**src/logic/atfs_pkg.sv**
```systemverilog
// Function
// - Primary status read in level-interrupt I/O config 1-3 drops request
// - Busy flag is one while an internal operation runs
// - Read, write, seek accepted only with ready and seek complete
// - Status bit 5 shows the write fault condition
// - Data request set while transfer may proceed, cleared by next command
// - Status bit 2 shows corrected data error
// - Index flag always reads zero
// - Error bit set on failed command, cleared by next command
// - Alternate status mirrors status and never drops interrupt request
// - Decoder accepts write codes 30h, 31h, C5h and CDh
// - Code 38h starts a sector write without erase
// - Only valid parameters used; feature register only for code EFh
// - Code 90h runs diagnostics using only the drive select bit
// - Code 91h sets drive parameters from count, drive and head
// - Soft reset bit holds task file in reset until cleared; the core leaves the feature register unchanged
// - Soft reset leaves card configuration registers untouched
// - Interrupt disable bit one gates the interrupt request off
// - Drive address bits 5 to 2 are inverted head select bits
// - Head number in drive/head bits 3 to 0 selects the head
package atfs_pkg;
  // Register offsets on the plain register port
  localparam logic [3:0] OFS_DATA      = 4'h0;
  localparam logic [3:0] OFS_ERROR     = 4'h1;
  localparam logic [3:0] OFS_FEATURE   = 4'h1;
  localparam logic [3:0] OFS_SEC_CNT   = 4'h2;
  localparam logic [3:0] OFS_SEC_NUM   = 4'h3;
  localparam logic [3:0] OFS_CYL_LO    = 4'h4;
  localparam logic [3:0] OFS_CYL_HI    = 4'h5;
  localparam logic [3:0] OFS_DRV_HEAD  = 4'h6;
  localparam logic [3:0] OFS_STATUS    = 4'h7;
  localparam logic [3:0] OFS_COMMAND   = 4'h7;
  localparam logic [3:0] OFS_ALT_STAT  = 4'he;
  localparam logic [3:0] OFS_DEV_CTRL  = 4'he;
  localparam logic [3:0] OFS_DRV_ADDR  = 4'hf;
  // Card-side configuration word, kept across soft reset
  localparam logic [3:0] OFS_CONFIG    = 4'h8;
  // Card-side event inputs offset (write fault, corrected); not decoded by the core, reads zero
  localparam logic [3:0] OFS_EVENTS    = 4'h9;
  // Status field positions
  localparam int BIT_BUSY   = 7;
  localparam int BIT_READY  = 6;
  localparam int BIT_FAULT  = 5;
  localparam int BIT_SEEK   = 4;
  localparam int BIT_DREQ   = 3;
  localparam int BIT_ECC    = 2;
  localparam int BIT_INDEX  = 1;
  localparam int BIT_ERR    = 0;
  // Error register field positions
  localparam int BIT_ABORT  = 2;
  // Device control field positions
  localparam int BIT_RESET  = 2;
  localparam int BIT_IRQ_OFF = 1;
  // Reset values
  localparam logic [7:0] RST_SEC_CNT  = 8'h01;
  localparam logic [7:0] RST_DRV_HEAD = 8'ha0;
  localparam logic [7:0] RST_CONFIG   = 8'h00;
  // Busy countdown load for an accepted command; the card stays busy one cycle longer
  localparam int BUSY_NS    = 100;
  localparam int CLK_NS     = 5;
  localparam logic [7:0] BUSY_CYCLES = 8'((BUSY_NS + CLK_NS - 1) / CLK_NS);
  // Index of the last data word in a sector
  localparam logic [7:0] SECTOR_WORDS = 8'hff;
  // Command codes
  localparam logic [7:0] CMD_RD_SEC0  = 8'h20;
  localparam logic [7:0] CMD_RD_SEC1  = 8'h21;
  localparam logic [7:0] CMD_RD_LNG0  = 8'h22;
  localparam logic [7:0] CMD_RD_LNG1  = 8'h23;
  localparam logic [7:0] CMD_WR_SEC0  = 8'h30;
  localparam logic [7:0] CMD_WR_SEC1  = 8'h31;
  localparam logic [7:0] CMD_WR_NOER  = 8'h38;
  localparam logic [7:0] CMD_VFY0     = 8'h40;
  localparam logic [7:0] CMD_VFY1     = 8'h41;
  localparam logic [7:0] CMD_DIAG     = 8'h90;
  localparam logic [7:0] CMD_INIT_PAR = 8'h91;
  localparam logic [7:0] CMD_RD_MUL   = 8'hc4;
  localparam logic [7:0] CMD_WR_MUL   = 8'hc5;
  localparam logic [7:0] CMD_WR_MUL_NE = 8'hcd;
  localparam logic [7:0] CMD_SET_FEAT = 8'hef;
  localparam logic [3:0] CMD_SEEK_HI  = 4'h7;
  // Sequencer states
  typedef enum logic [4:0] {
    ATFS_ST_IDLE = 5'b00001,
    ATFS_ST_BUSY = 5'b00010,
    ATFS_ST_RD   = 5'b00100,
    ATFS_ST_WR   = 5'b01000,
    ATFS_ST_RST  = 5'b10000
  } atfs_state_e;
  // Register port request
  typedef struct packed {
    logic       wr;
    logic       rd;
    logic [3:0] addr;
    logic [7:0] wdata;
  } atfs_req_s;
endpackage : atfs_pkg

```
**src/logic/atfs_core.sv**
```systemverilog
`timescale 1ns/1ps
module atfs_core (
  input  wire logic       CLK_I,
  input  wire logic       RESET_I,
  input  wire logic [3:0] ADDR_I,
  input  wire logic [7:0] WDATA_I,
  input  wire logic       WR_I,
  input  wire logic       RD_I,
  input  wire logic       WRITE_FAULT_I,
  input  wire logic       CORRECTED_I,
  output logic      [7:0] RDATA_O,
  output logic            IREQ_N_O,
  output logic            SOFT_RESET_O
);
  atfs_pkg::atfs_req_s   req;
  atfs_pkg::atfs_state_e state;
  atfs_pkg::atfs_state_e next_state;
  logic [1:0] fault_sync;
  logic [1:0] corrected_sync;
  logic [7:0] sec_cnt;
  logic [7:0] sec_num;
  logic [7:0] cyl_lo;
  logic [7:0] cyl_hi;
  logic [7:0] drv_head;
  logic [7:0] feature;
  logic [7:0] config_word;
  logic [7:0] err_reg;
  logic       err_flag;
  logic       drive_ready_flag;
  logic       seek_complete_flag;
  logic       corrected_data_flag;
  logic       soft_reset_bit;
  logic       interrupt_disable_bit;
  logic       irq_pend;
  logic [7:0] busy_cnt;
  logic [7:0] word_cnt;
  logic [7:0] sec_left;
  logic [7:0] cmd_latch;
  logic [7:0] status;
  logic [7:0] drive_address;
  logic       cmd_wr;
  logic       cmd_known;
  logic       cmd_media;
  logic       cmd_write;
  logic       cmd_reject;
  logic       busy_flag;
  logic       data_request_flag;
  logic       write_fault_flag;
  logic       index_flag;
  logic       level_io_mode;
  logic       stat_rd;
  logic       data_acc;

  // Bundle the register port
  assign req = '{wr: WR_I, rd: RD_I, addr: ADDR_I, wdata: WDATA_I};
  assign cmd_wr   = req.wr && req.addr == atfs_pkg::OFS_COMMAND;
  assign stat_rd  = req.rd && req.addr == atfs_pkg::OFS_STATUS;
  assign data_acc = (req.rd || req.wr) && req.addr == atfs_pkg::OFS_DATA;
  // Config index in bits 2:0, level interrupt mode in bit 3
  assign level_io_mode = config_word[3] && config_word[2:0] != 3'h0
                         && config_word[2:0] <= 3'h3;

  // Asynchronous card events pass two flops
  always_ff @(posedge CLK_I or posedge RESET_I) begin
    if (RESET_I) begin
      fault_sync     <= 2'h0;
      corrected_sync <= 2'h0;
    end else begin
      fault_sync     <= {fault_sync[0], WRITE_FAULT_I};
      corrected_sync <= {corrected_sync[0], CORRECTED_I};
    end
  end

  // Command decode
  always_comb begin
    cmd_known = 1'b1;
    cmd_media = 1'b0;
    cmd_write = 1'b0;
    unique case (cmd_latch)
      atfs_pkg::CMD_RD_SEC0, atfs_pkg::CMD_RD_SEC1, atfs_pkg::CMD_RD_MUL,
      atfs_pkg::CMD_VFY0, atfs_pkg::CMD_VFY1,
      atfs_pkg::CMD_RD_LNG0, atfs_pkg::CMD_RD_LNG1: cmd_media = 1'b1;
      atfs_pkg::CMD_WR_SEC0, atfs_pkg::CMD_WR_SEC1, atfs_pkg::CMD_WR_NOER,
      atfs_pkg::CMD_WR_MUL, atfs_pkg::CMD_WR_MUL_NE: begin
        // Multiple writes lack bit 4, so the class is decoded here
        cmd_media = 1'b1;
        cmd_write = 1'b1;
      end
      atfs_pkg::CMD_DIAG, atfs_pkg::CMD_INIT_PAR,
      atfs_pkg::CMD_SET_FEAT: cmd_media = 1'b0;
      default: begin
        cmd_known = cmd_latch[7:4] == atfs_pkg::CMD_SEEK_HI;
        cmd_media = cmd_known;
      end
    endcase
  end
  // media requests need ready and seek complete
  assign cmd_reject = !cmd_known
                      || (cmd_media && !(drive_ready_flag
                                         && seek_complete_flag));

  // Command sequencer
  always_comb begin
    next_state = state;
    unique case (state)
      atfs_pkg::ATFS_ST_IDLE, atfs_pkg::ATFS_ST_RD,
      atfs_pkg::ATFS_ST_WR: begin
        if (cmd_wr)
          next_state = atfs_pkg::ATFS_ST_BUSY;
        else if (state != atfs_pkg::ATFS_ST_IDLE && data_acc
                 && word_cnt == atfs_pkg::SECTOR_WORDS
                 && sec_left == 8'h01)
          next_state = atfs_pkg::ATFS_ST_IDLE;
      end
      atfs_pkg::ATFS_ST_BUSY: begin
        if (busy_cnt == 8'h00) begin
          if (cmd_reject || !cmd_media || cmd_latch[7:4]
              == atfs_pkg::CMD_SEEK_HI)
            next_state = atfs_pkg::ATFS_ST_IDLE;
          else if (cmd_write)
            next_state = atfs_pkg::ATFS_ST_WR;
          else if (cmd_latch == atfs_pkg::CMD_VFY0
                   || cmd_latch == atfs_pkg::CMD_VFY1)
            next_state = atfs_pkg::ATFS_ST_IDLE;
          else
            next_state = atfs_pkg::ATFS_ST_RD;
        end
      end
      atfs_pkg::ATFS_ST_RST: next_state = atfs_pkg::ATFS_ST_RST;
    endcase
    // reset held while bit stays set
    if (soft_reset_bit)
      next_state = atfs_pkg::ATFS_ST_RST;
    else if (state == atfs_pkg::ATFS_ST_RST)
      next_state = atfs_pkg::ATFS_ST_IDLE;
  end

  always_ff @(posedge CLK_I or posedge RESET_I) begin
    if (RESET_I)
      state <= atfs_pkg::ATFS_ST_IDLE;
    else
      state <= next_state;
  end

  // Busy countdown and sector bookkeeping
  always_ff @(posedge CLK_I or posedge RESET_I) begin
    if (RESET_I) begin
      busy_cnt  <= 8'h00;
      word_cnt  <= 8'h00;
      sec_left  <= 8'h00;
      cmd_latch <= 8'h00;
    end else if (soft_reset_bit) begin
      busy_cnt <= 8'h00;
      word_cnt <= 8'h00;
    end else if (cmd_wr && state != atfs_pkg::ATFS_ST_BUSY) begin
      cmd_latch <= req.wdata;
      busy_cnt  <= atfs_pkg::BUSY_CYCLES;
      word_cnt  <= 8'h00;
      // count register latched for every accepted command
      sec_left  <= sec_cnt;
    end else if (state == atfs_pkg::ATFS_ST_BUSY) begin
      busy_cnt <= busy_cnt - 8'h01;
    end else if (data_acc) begin
      word_cnt <= word_cnt + 8'h01;
      if (word_cnt == atfs_pkg::SECTOR_WORDS)
        sec_left <= sec_left - 8'h01;
    end
  end

  // Task file parameters; soft reset restores all but feature
  always_ff @(posedge CLK_I or posedge RESET_I) begin
    if (RESET_I) begin
      sec_cnt  <= atfs_pkg::RST_SEC_CNT;
      sec_num  <= 8'h01;
      cyl_lo   <= 8'h00;
      cyl_hi   <= 8'h00;
      drv_head <= atfs_pkg::RST_DRV_HEAD;
      feature  <= 8'h00;
    end else if (soft_reset_bit) begin
      sec_cnt  <= atfs_pkg::RST_SEC_CNT;
      sec_num  <= 8'h01;
      cyl_lo   <= 8'h00;
      cyl_hi   <= 8'h00;
      drv_head <= atfs_pkg::RST_DRV_HEAD;
    end else if (req.wr && state != atfs_pkg::ATFS_ST_BUSY) begin
      unique case (req.addr)
        atfs_pkg::OFS_FEATURE:  feature  <= req.wdata;
        atfs_pkg::OFS_SEC_CNT:  sec_cnt  <= req.wdata;
        atfs_pkg::OFS_SEC_NUM:  sec_num  <= req.wdata;
        atfs_pkg::OFS_CYL_LO:   cyl_lo   <= req.wdata;
        atfs_pkg::OFS_CYL_HI:   cyl_hi   <= req.wdata;
        atfs_pkg::OFS_DRV_HEAD: drv_head <= req.wdata;
        default: ;
      endcase
    end
  end

  // Configuration survives soft reset, only hardware reset clears it
  // configuration kept
  always_ff @(posedge CLK_I or posedge RESET_I) begin
    if (RESET_I)
      config_word <= atfs_pkg::RST_CONFIG;
    else if (req.wr && req.addr == atfs_pkg::OFS_CONFIG)
      config_word <= req.wdata;
  end

  // Device control: bits 7..4 ignored
  always_ff @(posedge CLK_I or posedge RESET_I) begin
    if (RESET_I) begin
      soft_reset_bit        <= 1'b0;
      interrupt_disable_bit <= 1'b0;
    end else if (req.wr && req.addr == atfs_pkg::OFS_DEV_CTRL) begin
      soft_reset_bit        <= req.wdata[atfs_pkg::BIT_RESET];
      interrupt_disable_bit <= req.wdata[atfs_pkg::BIT_IRQ_OFF];
    end
  end

  // Ready and seek complete drop during soft reset
  always_ff @(posedge CLK_I or posedge RESET_I) begin
    if (RESET_I) begin
      drive_ready_flag   <= 1'b0;
      seek_complete_flag <= 1'b0;
    end else begin
      drive_ready_flag   <= !soft_reset_bit;
      seek_complete_flag <= !soft_reset_bit;
    end
  end

  // Error and corrected flags; next command clears, event wins
  always_ff @(posedge CLK_I or posedge RESET_I) begin
    if (RESET_I) begin
      err_flag            <= 1'b0;
      err_reg             <= 8'h00;
      corrected_data_flag <= 1'b0;
    end else if (soft_reset_bit) begin
      err_flag            <= 1'b0;
      err_reg             <= 8'h00;
      corrected_data_flag <= 1'b0;
    end else if (state == atfs_pkg::ATFS_ST_BUSY && busy_cnt == 8'h00
                 && cmd_reject) begin
      err_flag <= 1'b1;
      err_reg  <= 8'h01 << atfs_pkg::BIT_ABORT;
      // A correction event in the abort cycle is not lost
      if (corrected_sync[1])
        corrected_data_flag <= 1'b1;
    end else if (cmd_wr) begin
      err_flag            <= 1'b0;
      err_reg             <= 8'h00;
      corrected_data_flag <= corrected_sync[1];
    end else if (corrected_sync[1]) begin
      corrected_data_flag <= 1'b1;
    end
  end

  // Interrupt pending on command completion
  always_ff @(posedge CLK_I or posedge RESET_I) begin
    if (RESET_I)
      irq_pend <= 1'b0;
    else if (state == atfs_pkg::ATFS_ST_BUSY
             && next_state != atfs_pkg::ATFS_ST_BUSY)
      irq_pend <= 1'b1;
    else if (stat_rd && level_io_mode)
      irq_pend <= 1'b0;
  end

  assign busy_flag = state == atfs_pkg::ATFS_ST_BUSY
                     || state == atfs_pkg::ATFS_ST_RST;
  // data request while transfer may proceed
  assign data_request_flag = state == atfs_pkg::ATFS_ST_RD
                             || state == atfs_pkg::ATFS_ST_WR;
  assign write_fault_flag = fault_sync[1];
  assign index_flag = 1'b0;
  assign status = {busy_flag, drive_ready_flag, write_fault_flag,
                   seek_complete_flag, data_request_flag,
                   corrected_data_flag, index_flag, err_flag};
  // inverted head select, unknown bits read one
  assign drive_address = {2'h3, ~drv_head[3:0], 2'h3};

  // Read data one cycle after the strobe
  always_ff @(posedge CLK_I or posedge RESET_I) begin
    if (RESET_I)
      RDATA_O <= 8'h00;
    else if (req.rd) begin
      unique case (req.addr)
        atfs_pkg::OFS_ERROR:    RDATA_O <= err_reg;
        atfs_pkg::OFS_SEC_CNT:  RDATA_O <= sec_cnt;
        atfs_pkg::OFS_SEC_NUM:  RDATA_O <= sec_num;
        atfs_pkg::OFS_CYL_LO:   RDATA_O <= cyl_lo;
        atfs_pkg::OFS_CYL_HI:   RDATA_O <= cyl_hi;
        atfs_pkg::OFS_DRV_HEAD: RDATA_O <= drv_head;
        atfs_pkg::OFS_STATUS,
        atfs_pkg::OFS_ALT_STAT: RDATA_O <= status;
        atfs_pkg::OFS_DRV_ADDR: RDATA_O <= drive_address;
        atfs_pkg::OFS_CONFIG:   RDATA_O <= config_word;
        default:                RDATA_O <= 8'h00;
      endcase
    end else
      RDATA_O <= 8'h00;
  end

  // Interrupt and soft reset outputs from flops
  always_ff @(posedge CLK_I or posedge RESET_I) begin
    if (RESET_I) begin
      IREQ_N_O     <= 1'b1;
      SOFT_RESET_O <= 1'b0;
    end else begin
      IREQ_N_O     <= !(irq_pend && !interrupt_disable_bit
                        && !(stat_rd && level_io_mode));
      SOFT_RESET_O <= soft_reset_bit;
    end
  end
endmodule // atfs_core

```
**config.mk**
```make
export PLATFORM = sky130hd
export DESIGN_NAME = atfs_core
export DESIGN_NICKNAME = d
export VERILOG_FILES = /design/src/logic/atfs_pkg.sv /design/src/logic/atfs_core.sv
export SDC_FILE = /design/constraint.sdc
export NUM_CORES = 1
export LEC_CHECK = 0
export BUFFER_PORTS_ARGS = -buffer_cell sky130_fd_sc_hd__buf_2
export CORE_MARGIN = 2
export CORE_UTILIZATION = 40
export DETAILED_ROUTE_END_ITERATION = 10
export PLACE_DENSITY = 0.64
export SYNTH_ARGS = -nofsm -noshare
export SYNTH_HDL_FRONTEND = slang
export SYNTH_SLANG_ARGS = --single-unit
```
**constraint.sdc**
```tcl
create_clock -name CLK_I -period 3.1 [get_ports CLK_I]
set_input_delay 0.155 -clock CLK_I [delete_from_list [all_inputs] [get_ports CLK_I]]
set_output_delay 0.155 -clock CLK_I [all_outputs]
set_load 0.02 [all_outputs]
```
# --- Yosys cells after proc, flatten, opt, wreduce, memory -nomap -nowiden ---
# Index checks and enable logic that the tools add are counted.
classes:
  add_sub_neg: 3
  magnitude_cmp: 1
  eq_ne: 38
  muxes: 52
  bitwise: 2
  reduce_logical: 62
op_table:
  columns: ["operator", "n"]
  rows:
  - ["2-to-1 mux 8 bit", 30]
  - ["case mux 8 bit (9 select lines)", 1]
  - ["equality test 8 x 6 -> 1 bit, second input constant", 7]
  - ["equality test 8 bit, second input constant", 7]
  - ["2-to-1 mux 5 bit", 5]
  - ["equality test 4 x 3 -> 1 bit, second input constant", 5]
  - ["logical AND 1 bit", 19]
  - ["nonzero test 2 bit", 9]
  - ["equality test 8 x 7 -> 1 bit, second input constant", 2]
  - ["subtractor 8 x 1 -> 8 bit, second input constant", 2]
  - ["OR reduction 15 bit", 1]
  - ["AND reduction 2 bit", 7]
  - ["equality test 4 bit, second input constant", 3]
  - ["nonzero test 3 bit", 4]
  - ["OR reduction 12 bit", 1]
  - ["2-to-1 mux 1 bit", 11]
  - ["inequality test 5 x 2 -> 1 bit, second input constant", 2]
  - ["case mux 5 bit (2 select lines)", 1]
  - ["adder 8 x 1 -> 8 bit, second input constant", 1]
  - ["equality test 4 x 2 -> 1 bit, second input constant", 2]
  - ["equality test 8 x 1 -> 1 bit, second input constant", 1]
  - ["logical NOT 8 bit", 1]
  - ["2-to-1 mux 4 bit", 2]
  - ["logical NOT 1 bit", 7]
  - ["other kinds (20)", 27]
totals:
  regBits: 113
  in_bits: 18
  output_inout_bits: 10
  elab_cells: 181

# --- Longest topological paths before layout ---
# Gate-level depths: netlist (run 1).
depth:
  depth_word: 15
  depth_mapped: 9
  depth_no_buf: 8

# --- Worst setup path after synthesis (run 1) ---
# OpenSTA, ideal clock, no wires.
synth_path:
  path_type: "register to register"
  start: "reg state[4]"
  end: "reg irq_pend"
  setup_time_ns: 0.147
  arrival_time_ns: 1.956
  t_required_ns: 2.953
  path_slack_ns: 0.998
  stages_incl_launch_ff: 8
  n_path_buf: 1
  synth_period_minus_slack_ns: 2.102
  cell_sequence: "dfrtp_1 -> buf_2 -> or4b_2 -> o211ai_1 -> nor2_1 -> a31oi_1 -> nor4bb_1 -> a32oi_1"
synth_between:
  elab_chain_len: 12
  word_cells_on_any_way: 20
  cone_classes: "eq/ne (7); mux (7); reduce/logical (6)"
synth_rtl:
  columns: ["element", "line", "text"]
  rows:
  - ["start: declaration", "atfs_core.sv:16", "atfs_pkg::atfs_state_e state;"]
  - ["start signal: assignment", "atfs_core.sv:140", "state <= atfs_pkg::ATFS_ST_IDLE;"]
  - ["start signal: assignment", "atfs_core.sv:142", "state <= next_state;"]
  - ["inequality test 5 x 1 -> 1 bit", "atfs_core.sv:110", "else if (state != atfs_pkg::ATFS_ST_IDLE && data_acc"]
  - ["logical AND 1 bit", "atfs_core.sv:110", null]
  - ["logical AND 1 bit", "atfs_core.sv:111", "&& word_cnt == atfs_pkg::SECTOR_WORDS"]
  - ["logical AND 1 bit", "atfs_core.sv:112", "&& sec_left == 8'h01)"]
  - ["2-to-1 mux 5 bit", "atfs_core.sv:110", null]
  - ["2-to-1 mux 5 bit", "atfs_core.sv:108", "if (cmd_wr)"]
  - ["case mux 5 bit (2 select lines)", "atfs_core.sv:105", "unique case (state)"]
  - ["2-to-1 mux 5 bit", "atfs_core.sv:134", "else if (state == atfs_pkg::ATFS_ST_RST)"]
  - ["2-to-1 mux 5 bit", "atfs_core.sv:132", "if (soft_reset_bit)"]
  - ["inequality test 5 x 2 -> 1 bit", "atfs_core.sv:260", "&& next_state != atfs_pkg::ATFS_ST_BUSY)"]
  - ["logical AND 1 bit *", "atfs_core.sv:260", null]
  - ["2-to-1 mux 1 bit / nonzero test 2 bit (equally long branches)", null, null]
  - ["end signal: assignment", "atfs_core.sv:258", "irq_pend <= 1'b0;"]
  - ["end signal: assignment", "atfs_core.sv:261", "irq_pend <= 1'b1;"]
  - ["end signal: assignment", "atfs_core.sv:263", "irq_pend <= 1'b0;"]
  - ["end: declaration", "atfs_core.sv:34", "logic irq_pend;"]
# Every way passes the cells marked *; elsewhere a longest branch is shown, timed or not.
# A chain may end at the register's enable or synchronous reset.

# --- Worst setup path in the final report (run 1) ---
layout_path:
  start: "reg state[0]"
  end: "reg cmd_latch[3]"
layout_between:
  elab_chain_len: 3
layout_rtl:
  columns: ["element", "line", "text"]
  rows:
  - ["inequality test 5 x 2 -> 1 bit", "atfs_core.sv:155", "end else if (cmd_wr && state != atfs_pkg::ATFS_ST_BUSY) begin"]
  - ["logical AND 1 bit", "atfs_core.sv:155", null]
  - ["AND reduction 2 bit (no source line)", null, null]
  - ["end signal: assignment", "atfs_core.sv:156", "cmd_latch <= req.wdata;"]
  - ["end: declaration", "atfs_core.sv:38", "logic [7:0] cmd_latch;"]
# No other way between the ends.

==> results by stage, run 1 <==
Floorplan:
- The floorplan step defined a die boundary enclosing 14430 um2.
- The floorplan has 42 rows.
- The top-level I/O count is 28.
- For this configuration, the core starts out at a cell density of 0.4088.
- The area inside the core boundary is 13190 um2.
- The vertical die dimension is 120.1 um.
- The die extent in x is 120.1 um.

Logic synthesis:
- During synthesis, Yosys emitted a total of 0 warnings.
- The sequential-to-total area share from yosys stat is 0.4886.
- The post-synthesis compound-gate area fraction is 0.1364.
- The count of state elements after synthesis is 105.
- The number of enable-type register cells in the synthesized netlist is 0.
- The cell area that synthesis handed to floorplanning was 5393 um2.
- In the synthesized netlist, the number of instances is 557.
- The number of nets in the synthesized netlist is 579.
- The combinational family with the most area after synthesis is simple AND/OR/NAND/NOR gates.
- A synthesized cell averages 9.682 um2.
- The simple-gate share of the synthesized area is 0.1977.
- Counting distinct cell types in the post-synthesis netlist gives 60.
- Among all flip-flop cells after synthesis, the most frequent one is dfrtp_1.
- The synthesized-area fraction occupied by xor and xnor cells is 0.01462.
- Of the total synthesized cell area, the portion taken by full adders, half adders and majority gates is 0.009281.
- The proportion of synthesized area in mux cells is 0.1204.
- The async set-or-reset flop fraction in the synthesized netlist is 1.000.

GRT:
- The number of global-route vias before repair is 4196.
- The first global-routing pass estimated 22430 um of wire.
- Entering global routing, the biggest net connects 72 pins.
- The number of antenna violations at the first check in global routing is 0.
- The global route total overflow is 0.
- For this run, the total global-route usage over all layers was measured as 0.2017.

Hold path:
- The path class of the tightest hold or removal check is in2async.

STA:
- The final number of setup-violating endpoints is 0.
- The final-report hold violation count is 14.
- The final cycle utilization of the critical path is 0.7699.
- Counting I/O delays and the setup requirement, the final critical path takes 2387 ps.
- For the pin with the worst max-slew slack, the measured transition is 921.0 ps.
- In this run the tightest slew margin relative to its limit is 0.3860.
- After routing, the total negative slack on setup checks comes to 0 ps.
- The count of pins over their slew limit is 0.
- The fmax is 0.4190 GHz.
- Setup repair after global routing left no endpoint under its margin.
- The final-layout worst hold slack is -18.73 ps.
- Clock skew on the completed layout was measured at 11.81 ps.

Flow run:
- Across the run, the number of max-cap violations was 0.

Power and ir drop:
- The net switching power figure is 1168 uW.
- The internal portion of the total power is 2380 uW.
- VDD sags by at most 290.5 uV.
- The switching power as a share of total power is 0.3291.
- Of the total power, combinational logic draws 0.193.
- The clock network fraction of design power is 0.322.
- The sequential share of power is 0.485.
- Summed over all cells, the static leakage comes to 0.002528 uW.
- In this run the power density over the cells is 585.8 nW/um2.

Placement:
- At the end of routability-driven placement, the weighted congestion stood at 0.8802.
- The estimated wirelength of the detail-placed design is 9589 um.
- Once placement finished, the instance area stood at 5738 um2.
- In this run the tool buffered the top-level ports with 27 buffer cells.

Clocking:
- The later pin in the worst-skew pair is clocked with a latency of 360 ps.
- The H-tree was split into 3 levels.
- In this run, CTS created clock tree buffers numbering 9.
- The count of instances resized after the clock tree is built is 0.
- Counting along the longest clock path gives a buffer depth of 2.
- The number of clock sinks seen by CTS is 105.
- The clock tree from TritonCTS is done.
- The clock-pin slew reported for the worst setup and hold paths after clock tree synthesis is 80 ps.
- The tree is rooted in a clkbuf_16.

Setup path:
- The startpoint of the worst setup timing path is state[0]$_DFF_PP1_.
- The length in cells of the worst reg-to-reg path is 5.
- The terminus of the critical flop-to-flop path is cmd_latch[3]$_DFFE_PP0P_.
- The family with the most delay on the worst path is simple AND/OR/NAND/NOR gates.
- The worst-path cell with the longest stage delay is dfstp_2.
- STA classifies the critical path startpoint as a register.
- The setup slack on the worst flop-to-flop path is 710 ps.
- Of all nets on the critical path, the largest fanout is 10.
- The worst setup path is captured at a register.
- Walking the worst path, the cells encountered are nor4_1 > and2_0 > buf_4 > nor3_2 > mux2_2.
- The reg-to-reg critical path startpoint is state[0]$_DFF_PP1_.
- The classification of the worst setup path is reg2reg.
- The number of buffer and inverter instances along the worst setup path is 1.
- The longest individual stage delay on the worst path is 580 ps.
- Data arrives at the worst endpoint at 2630 ps.
- Data on the critical path is required at its endpoint by 3340 ps.

Final layout:
- The final net count is 604.
- The post-route cell area is 6056 um2.
- The synthesis-to-finish area growth is 12.30%.
- Of the cells placed in the final design, the portion with a size suffix greater than 1 is 0.1567.
- The final antenna diode count is 0.

Routing:
- Dividing the detail-routed wire length by the instance count gives 18.22 um.
- In this run, the number of DRC markers left after iteration 0 of detailed routing was 317.
- The final route contains 4381 vias.
- The routed design has 13900 um of wire.
- After detailed routing, the number of remaining DRC violations is 0.
- The first-pass iteration count of the detailed router is 6.
- The residual antenna-violating net count after detailed routing is 0.
- The via density per instance is 5.742.

Status:
- The run finished, with violations left.
- The checks that failed: hold timing.
==> layout make-up <==
cell class / count / area, um2
inverter: 14 / 55.05
clock inverter: 7 / 72.57
tap: 176 / 220.2
clock buffer: 9 / 225.2
timing repair buffer: 43 / 260.3
fill: 1255 / 7134
sequential: 105 / 2636
multi-input combinational: 409 / 2586
==> placed cells by master, fill, tap and decap left out, types with 12 or more instances in the layout <==
cell     count
buf_4       14
mux2_2      15
o21ai_0     28
dfrtp_1     98
a21oi_1     36
buf_2       27
inv_1       12
nand3_1     13
nor2_1      87
nand2_1     41
nor3_1      20
mux2i_1     48
==> cell families after synthesis <==
| family | after synthesis |
|---|---|
| and+or+nand+nor | 218 |
| AOI/OAI and AO/OA | 115 |
| DFF | 105 |
| muxes | 63 |
| buffers and inverters | 43 |
| xor gates and xnor gates | 9 |
| adders and majority gates | 4 |
==> per-stage QoR <==
stage                     total power, uW  setup slack, ps  hold WS, ps    util  cells
after floorplan                      2187            194.4        186.4       -    557
after global placement               2394            738.0        266.6  0.4350    745
after detailed placement             2415            670.2        266.0  0.4350    745
after CTS                            3564            718.9        35.76  0.4591    763
after global routing                 3727            501.2        67.35  0.4591    763
final                                3547            713.3       -18.73  0.4591    763
==> synth_stat cells, drive strengths merged, types with 3 or more instances <==
cell | number | area [um2]
buf | 11 | 56.30
nor2b | 9 | 56.30
a221oi | 4 | 35.03
o21ai | 29 | 145.1
or2 | 3 | 18.77
dfstp | 6 | 157.7
mux2i | 48 | 480.5
a22o | 4 | 35.03
xnor2 | 5 | 43.79
a21oi | 36 | 180.2
nor2 | 88 | 332.8
dfrtp | 99 | 2477
a22oi | 7 | 52.55
nor3b | 6 | 45.04
xor2 | 4 | 35.03
mux2 | 15 | 168.9
inv | 13 | 48.80
nor3 | 21 | 110.1
clkbuf | 18 | 68.81
nand3 | 13 | 65.06
a31oi | 9 | 56.30
ha | 4 | 50.05
nor4 | 7 | 50.05
nand2 | 41 | 153.9
o211ai | 6 | 45.04
nand3b | 4 | 30.03
nand2b | 6 | 37.54
==> worst max-delay path by stage <==
stage                                     to  slack, ps  depth (start not counted)
6_report            cmd_latch[3]$_DFFE_PP0P_        710                          5
5_1_grt        corrected_data_flag$_DFF_PP0_        500                          8
4_1_cts             cmd_latch[3]$_DFFE_PP0P_        720                          5
3_5_place_dp         sec_left[2]$_DFFE_PP0P_        670                          6
3_3_place_gp         sec_left[0]$_DFFE_PP0P_        740                          7
2_1_floorplan           RDATA_O[0]$_DFF_PP0_        190                          1
==> repair_timing <==
| action | in CTS | in global routing |
|---|---|---|
| buffers inserted | 0 | 0 |
| endpoints found under the hold margin | 2 | 0 |
| hold buffers | 2 | 0 |
==> power by group through the flow <==
stage	Clock, uW	Combinational [uW]	Sequential (uW)
after global routing	1220	765	1740
after floorplan	0	525	1660
after global placement	0	664	1730
after CTS	1170	686	1710
final	1140	686	1720
after detailed placement	0	679	1740
==> per-layer routing <==
layer  vias to the layer above  GRT usage  part of all wire
met5                         -          0                 0
met4                         0    0.06397             0.022
met3                        26    0.03470             0.043
met2                       139     0.3274              0.47
met1                      2168     0.2752              0.46
li1                       2048          -                 -
Power figures use the tool's default switching activity.
==> run 2: changes to the inputs <==
==> constraint.sdc (replaced) <==
create_clock -name CLK_I -period 2 [get_ports CLK_I]
set_input_delay 0.1 -clock CLK_I [delete_from_list [all_inputs] [get_ports CLK_I]]
set_output_delay 0.1 -clock CLK_I [all_outputs]
set_load 0.02 [all_outputs]
==> run 2 against run 1 <==
Net effect: the run now ends clean; routed wire length is 6.6% higher; fmax is 20% higher; via count is 4.0% higher; largest power group unchanged; sequential cell count stayed put; core utilization is 4.4 points higher; clock skew is 3.8 ps lower; power is 64% higher; clock-buffer cell count is 1 higher; sequential share of layout area is 3.8 points lower; cell area is 9.5% higher; final cell count is 6.6% higher; first-iteration DRC count is 7.3% lower.
==> results by stage, run 2 (synthesis results as in run 1) <==
Status:
- The flow ran to the end, and the final reports show no timing, DRC or antenna violations.

Floorplan:
- The effective utilization at floorplan is 0.4088 (unchanged).
- The die area came to 14430 um2 (unchanged).
- The number of rows in the core area is 42 (unchanged).
- The area inside the core boundary is 13190 um2 (unchanged).
- The vertical die dimension is 120.1 um (unchanged).
- The die extent in x came to 120.1 um (unchanged).
- The top-level I/O count is 28 (unchanged).

Final layout:
- The share of post-route cells with drive strength above 1 came to 0.2449 (+0.08817).
- Leaving out fill and tap cells, the most frequent cell in the layout is dfrtp_1.
- The final antenna diode count is 0 (unchanged).
- The post-route cell area is 6631 um2 (+9.5%).
- The fill cell instance count of the final layout is 1194 (-4.9%).
- The area taken by multi-input logic gates is 2714 um2 (+4.9%).
- The synthesis-to-finish area growth is 22.97%.
- The register cell area after layout is 2636 um2 (unchanged).
- The final net count was 654 (+8.3%).
- Leaving out fill and tap cells, the most frequent cells in the layout are dfrtp_1 (98), nor2_1 (86), buf_4 (54), mux2i_1 (48), nand2_1 (41).

Routing:
- The vias after detailed routing is 4555 (+4.0%).
- The residual antenna-violating net count after detailed routing is 0 (unchanged).
- The first-pass iteration count of the detailed router came to 5 (-1).
- The number of DRC markers in iteration 0 is 294 (-7.3%).
- The residual DRC count is 0 (unchanged).
- The average wire length per cell after detail routing was 18.23 um (about the same).
- The via density per instance is 5.603 (-2.4%).
- The detailed-route wire length is 14820 um (+6.6%).

Clocking:
- The clock root buffer is clkbuf_16.
- The clock-pin slew reported for the worst setup and hold paths after clock tree synthesis is 80 ps (about the same).
- The clock latency at the later pin of the worst-skew pair was 360 ps (about the same).
- The maximum clock path buffer count is 2 (unchanged).
- The number of buffers added by the clock tree synthesis step came to 9 (unchanged).
- The number of H-tree levels is 3 (unchanged).
- The number of clock sinks seen by CTS is 105 (unchanged).
- TritonCTS built the clock tree.

STA:
- The final-report hold violation count is 0 (-14).
- The actual slew at the worst max-slew pin is 750.2 ps (-170.8 ps).
- The count of pins over their slew limit is 0 (unchanged).
- The normalized max-slew margin is 0.4977 (+0.1117).
- The fmax is 0.5024 GHz (+20%).
- The final-layout setup total negative slack is 0 ps (unchanged).
- The worst clock skew is 8.045 ps (-3.763 ps).
- Setup repair after global routing could not meet its margin everywhere.
- The final cycle utilization of the critical path is 0.9953 (+0.2254).
- The clock period minus worst slack is 1991 ps (-396.1 ps).
- The final-layout worst hold slack is 90.55 ps (+109.3 ps).
- The final number of setup-violating endpoints was 0 (unchanged).

GRT:
- The number of antenna violations at the first check in global routing came to 0 (unchanged).
- The largest net degree at the start of global routing is 56 (-22%).
- The wire length of the first global-routing pass is 23900 um (+6.6%).
- The overall fraction of global-route tracks in use is 0.2142 (+0.01256).
- The number of global-route vias before repair is 4511 (+7.5%).
- The global route total overflow was 0 (unchanged).

Placement:
- The post-placement cell area is 6133 um2 (+6.9%).
- The count of port buffers added during placement is 27 (unchanged).
- The estimated wirelength of the detail-placed design is 10160 um (+6.0%).
- The last weighted congestion value of the routability-driven placer came to 0.9173 (+4.2%).

Power and ir drop:
- The maximum vdd drop is 409.4 uV (+41%).
- The net switching power figure is 1856 uW (+59%).
- The power density over the cells is 878.7 nW/um2 (+50%).
- The sequential share of power came to 0.450 (-0.035).
- The switching power as a share of total power is 0.3185 (-0.01065).
- The portion of total power attributed to combinational logic is 0.226 (+0.033).
- The clock network fraction of design power is 0.324 (+0.002).
- The leakage power total came to 0.002823 uW (+12%).
- The internal power is 3971 uW (+67%).
- The overall power of the completed layout is 5827 uW (+64%).

Setup path:
- The required arrival time at the worst endpoint is 2280 ps (-1060 ps).
- The critical path is of the reg2reg type.
- The critical path startpoint category is a register.
- The critical path arrival is 2270 ps (-360 ps).
- The category of the worst setup path capture point is a register.
- The maximum fanout along the worst path was 3 (-7).

Flow run:
- The number of max-cap violations was 0 (unchanged).

Hold path:
- The class of the worst hold path is in2reg.
## run 2: per-layer routing
metal	GRT usage	routed length [um]	up-vias
li1	-	-	2147
met1	0.2921	6806	2252
met2	0.3388	6923	127
met3	0.04278	706	29
met4	0.07794	386	0
met5	0	0	-
## run 2: critical path, stage by stage, from the launching register on
cell and delay (ps):
dfrtp_1 380, inv_1 60, ha_2 180, nor3b_4 220, nand4_1 150, or3_4 430
o21ai_2 140, o211ai_1 110, a32oi_1 230
## run 2: per-stage QoR
stage          utilization  instances  setup slack (ps)
2_1_floorplan            -        557            -36.84
3_3_place_gp        0.4650        789            -165.5
3_5_place_dp        0.4650        789            -190.5
4_1_cts             0.4957        810             3.025
5_1_grt             0.5028        813            -104.3
6_report            0.5028        813             9.455
## run 2: what timing repair did
action                     in CTS  in global routing
gates resized for setup        10                 18
hold buffers                    3                  0
setup endpoints to repair      43                 38
pin swaps                       5                  8
cloned                          1                  1
hold endpoints to repair       14                  0
buffers inserted                1                  2
## run 2: cell type report
cell class / count / share of cell area
Multi-Input combinational cell: 411 / 0.4092
Tap cell: 176 / 0.03321
Clock inverter: 6 / 0.01094
Inverter: 14 / 0.008491
Sequential cell: 105 / 0.3975
Clock buffer: 10 / 0.03604
Timing Repair Buffer: 91 / 0.1045
## run 2: path summary, 6_finish.rpt
path                                         start                    endpoint  slack (ps)  cells past startpoint
setup / recovery           busy_cnt[0]$_DFFE_PP0P_        irq_pend$_DFFE_PP0P_           9                      8
hold / removal                          WDATA_I[2]  soft_reset_bit$_DFFE_PP0P_          90                      3
setup reg to reg           busy_cnt[0]$_DFFE_PP0P_        irq_pend$_DFFE_PP0P_           9                      8
hold reg to reg            fault_sync[0]$_DFF_PP0_     fault_sync[1]$_DFF_PP0_         360                      0
max in group asynchronous                  RESET_I      sec_num[0]$_DFFE_PP1P_        1080                      4
min in group asynchronous                  RESET_I     busy_cnt[3]$_DFFE_PP0P_         270                      3
## run 2: power by group through the flow
stage | combinational [uW] | clock, uW | sequential (uW)
4_1_cts | 1280 | 1910 | 2600
6_report | 1320 | 1890 | 2620
2_1_floorplan | 817 | 0 | 2580
5_1_grt | 1460 | 2000 | 2650
3_3_place_gp | 1230 | 0 | 2620
3_5_place_dp | 1250 | 0 | 2630
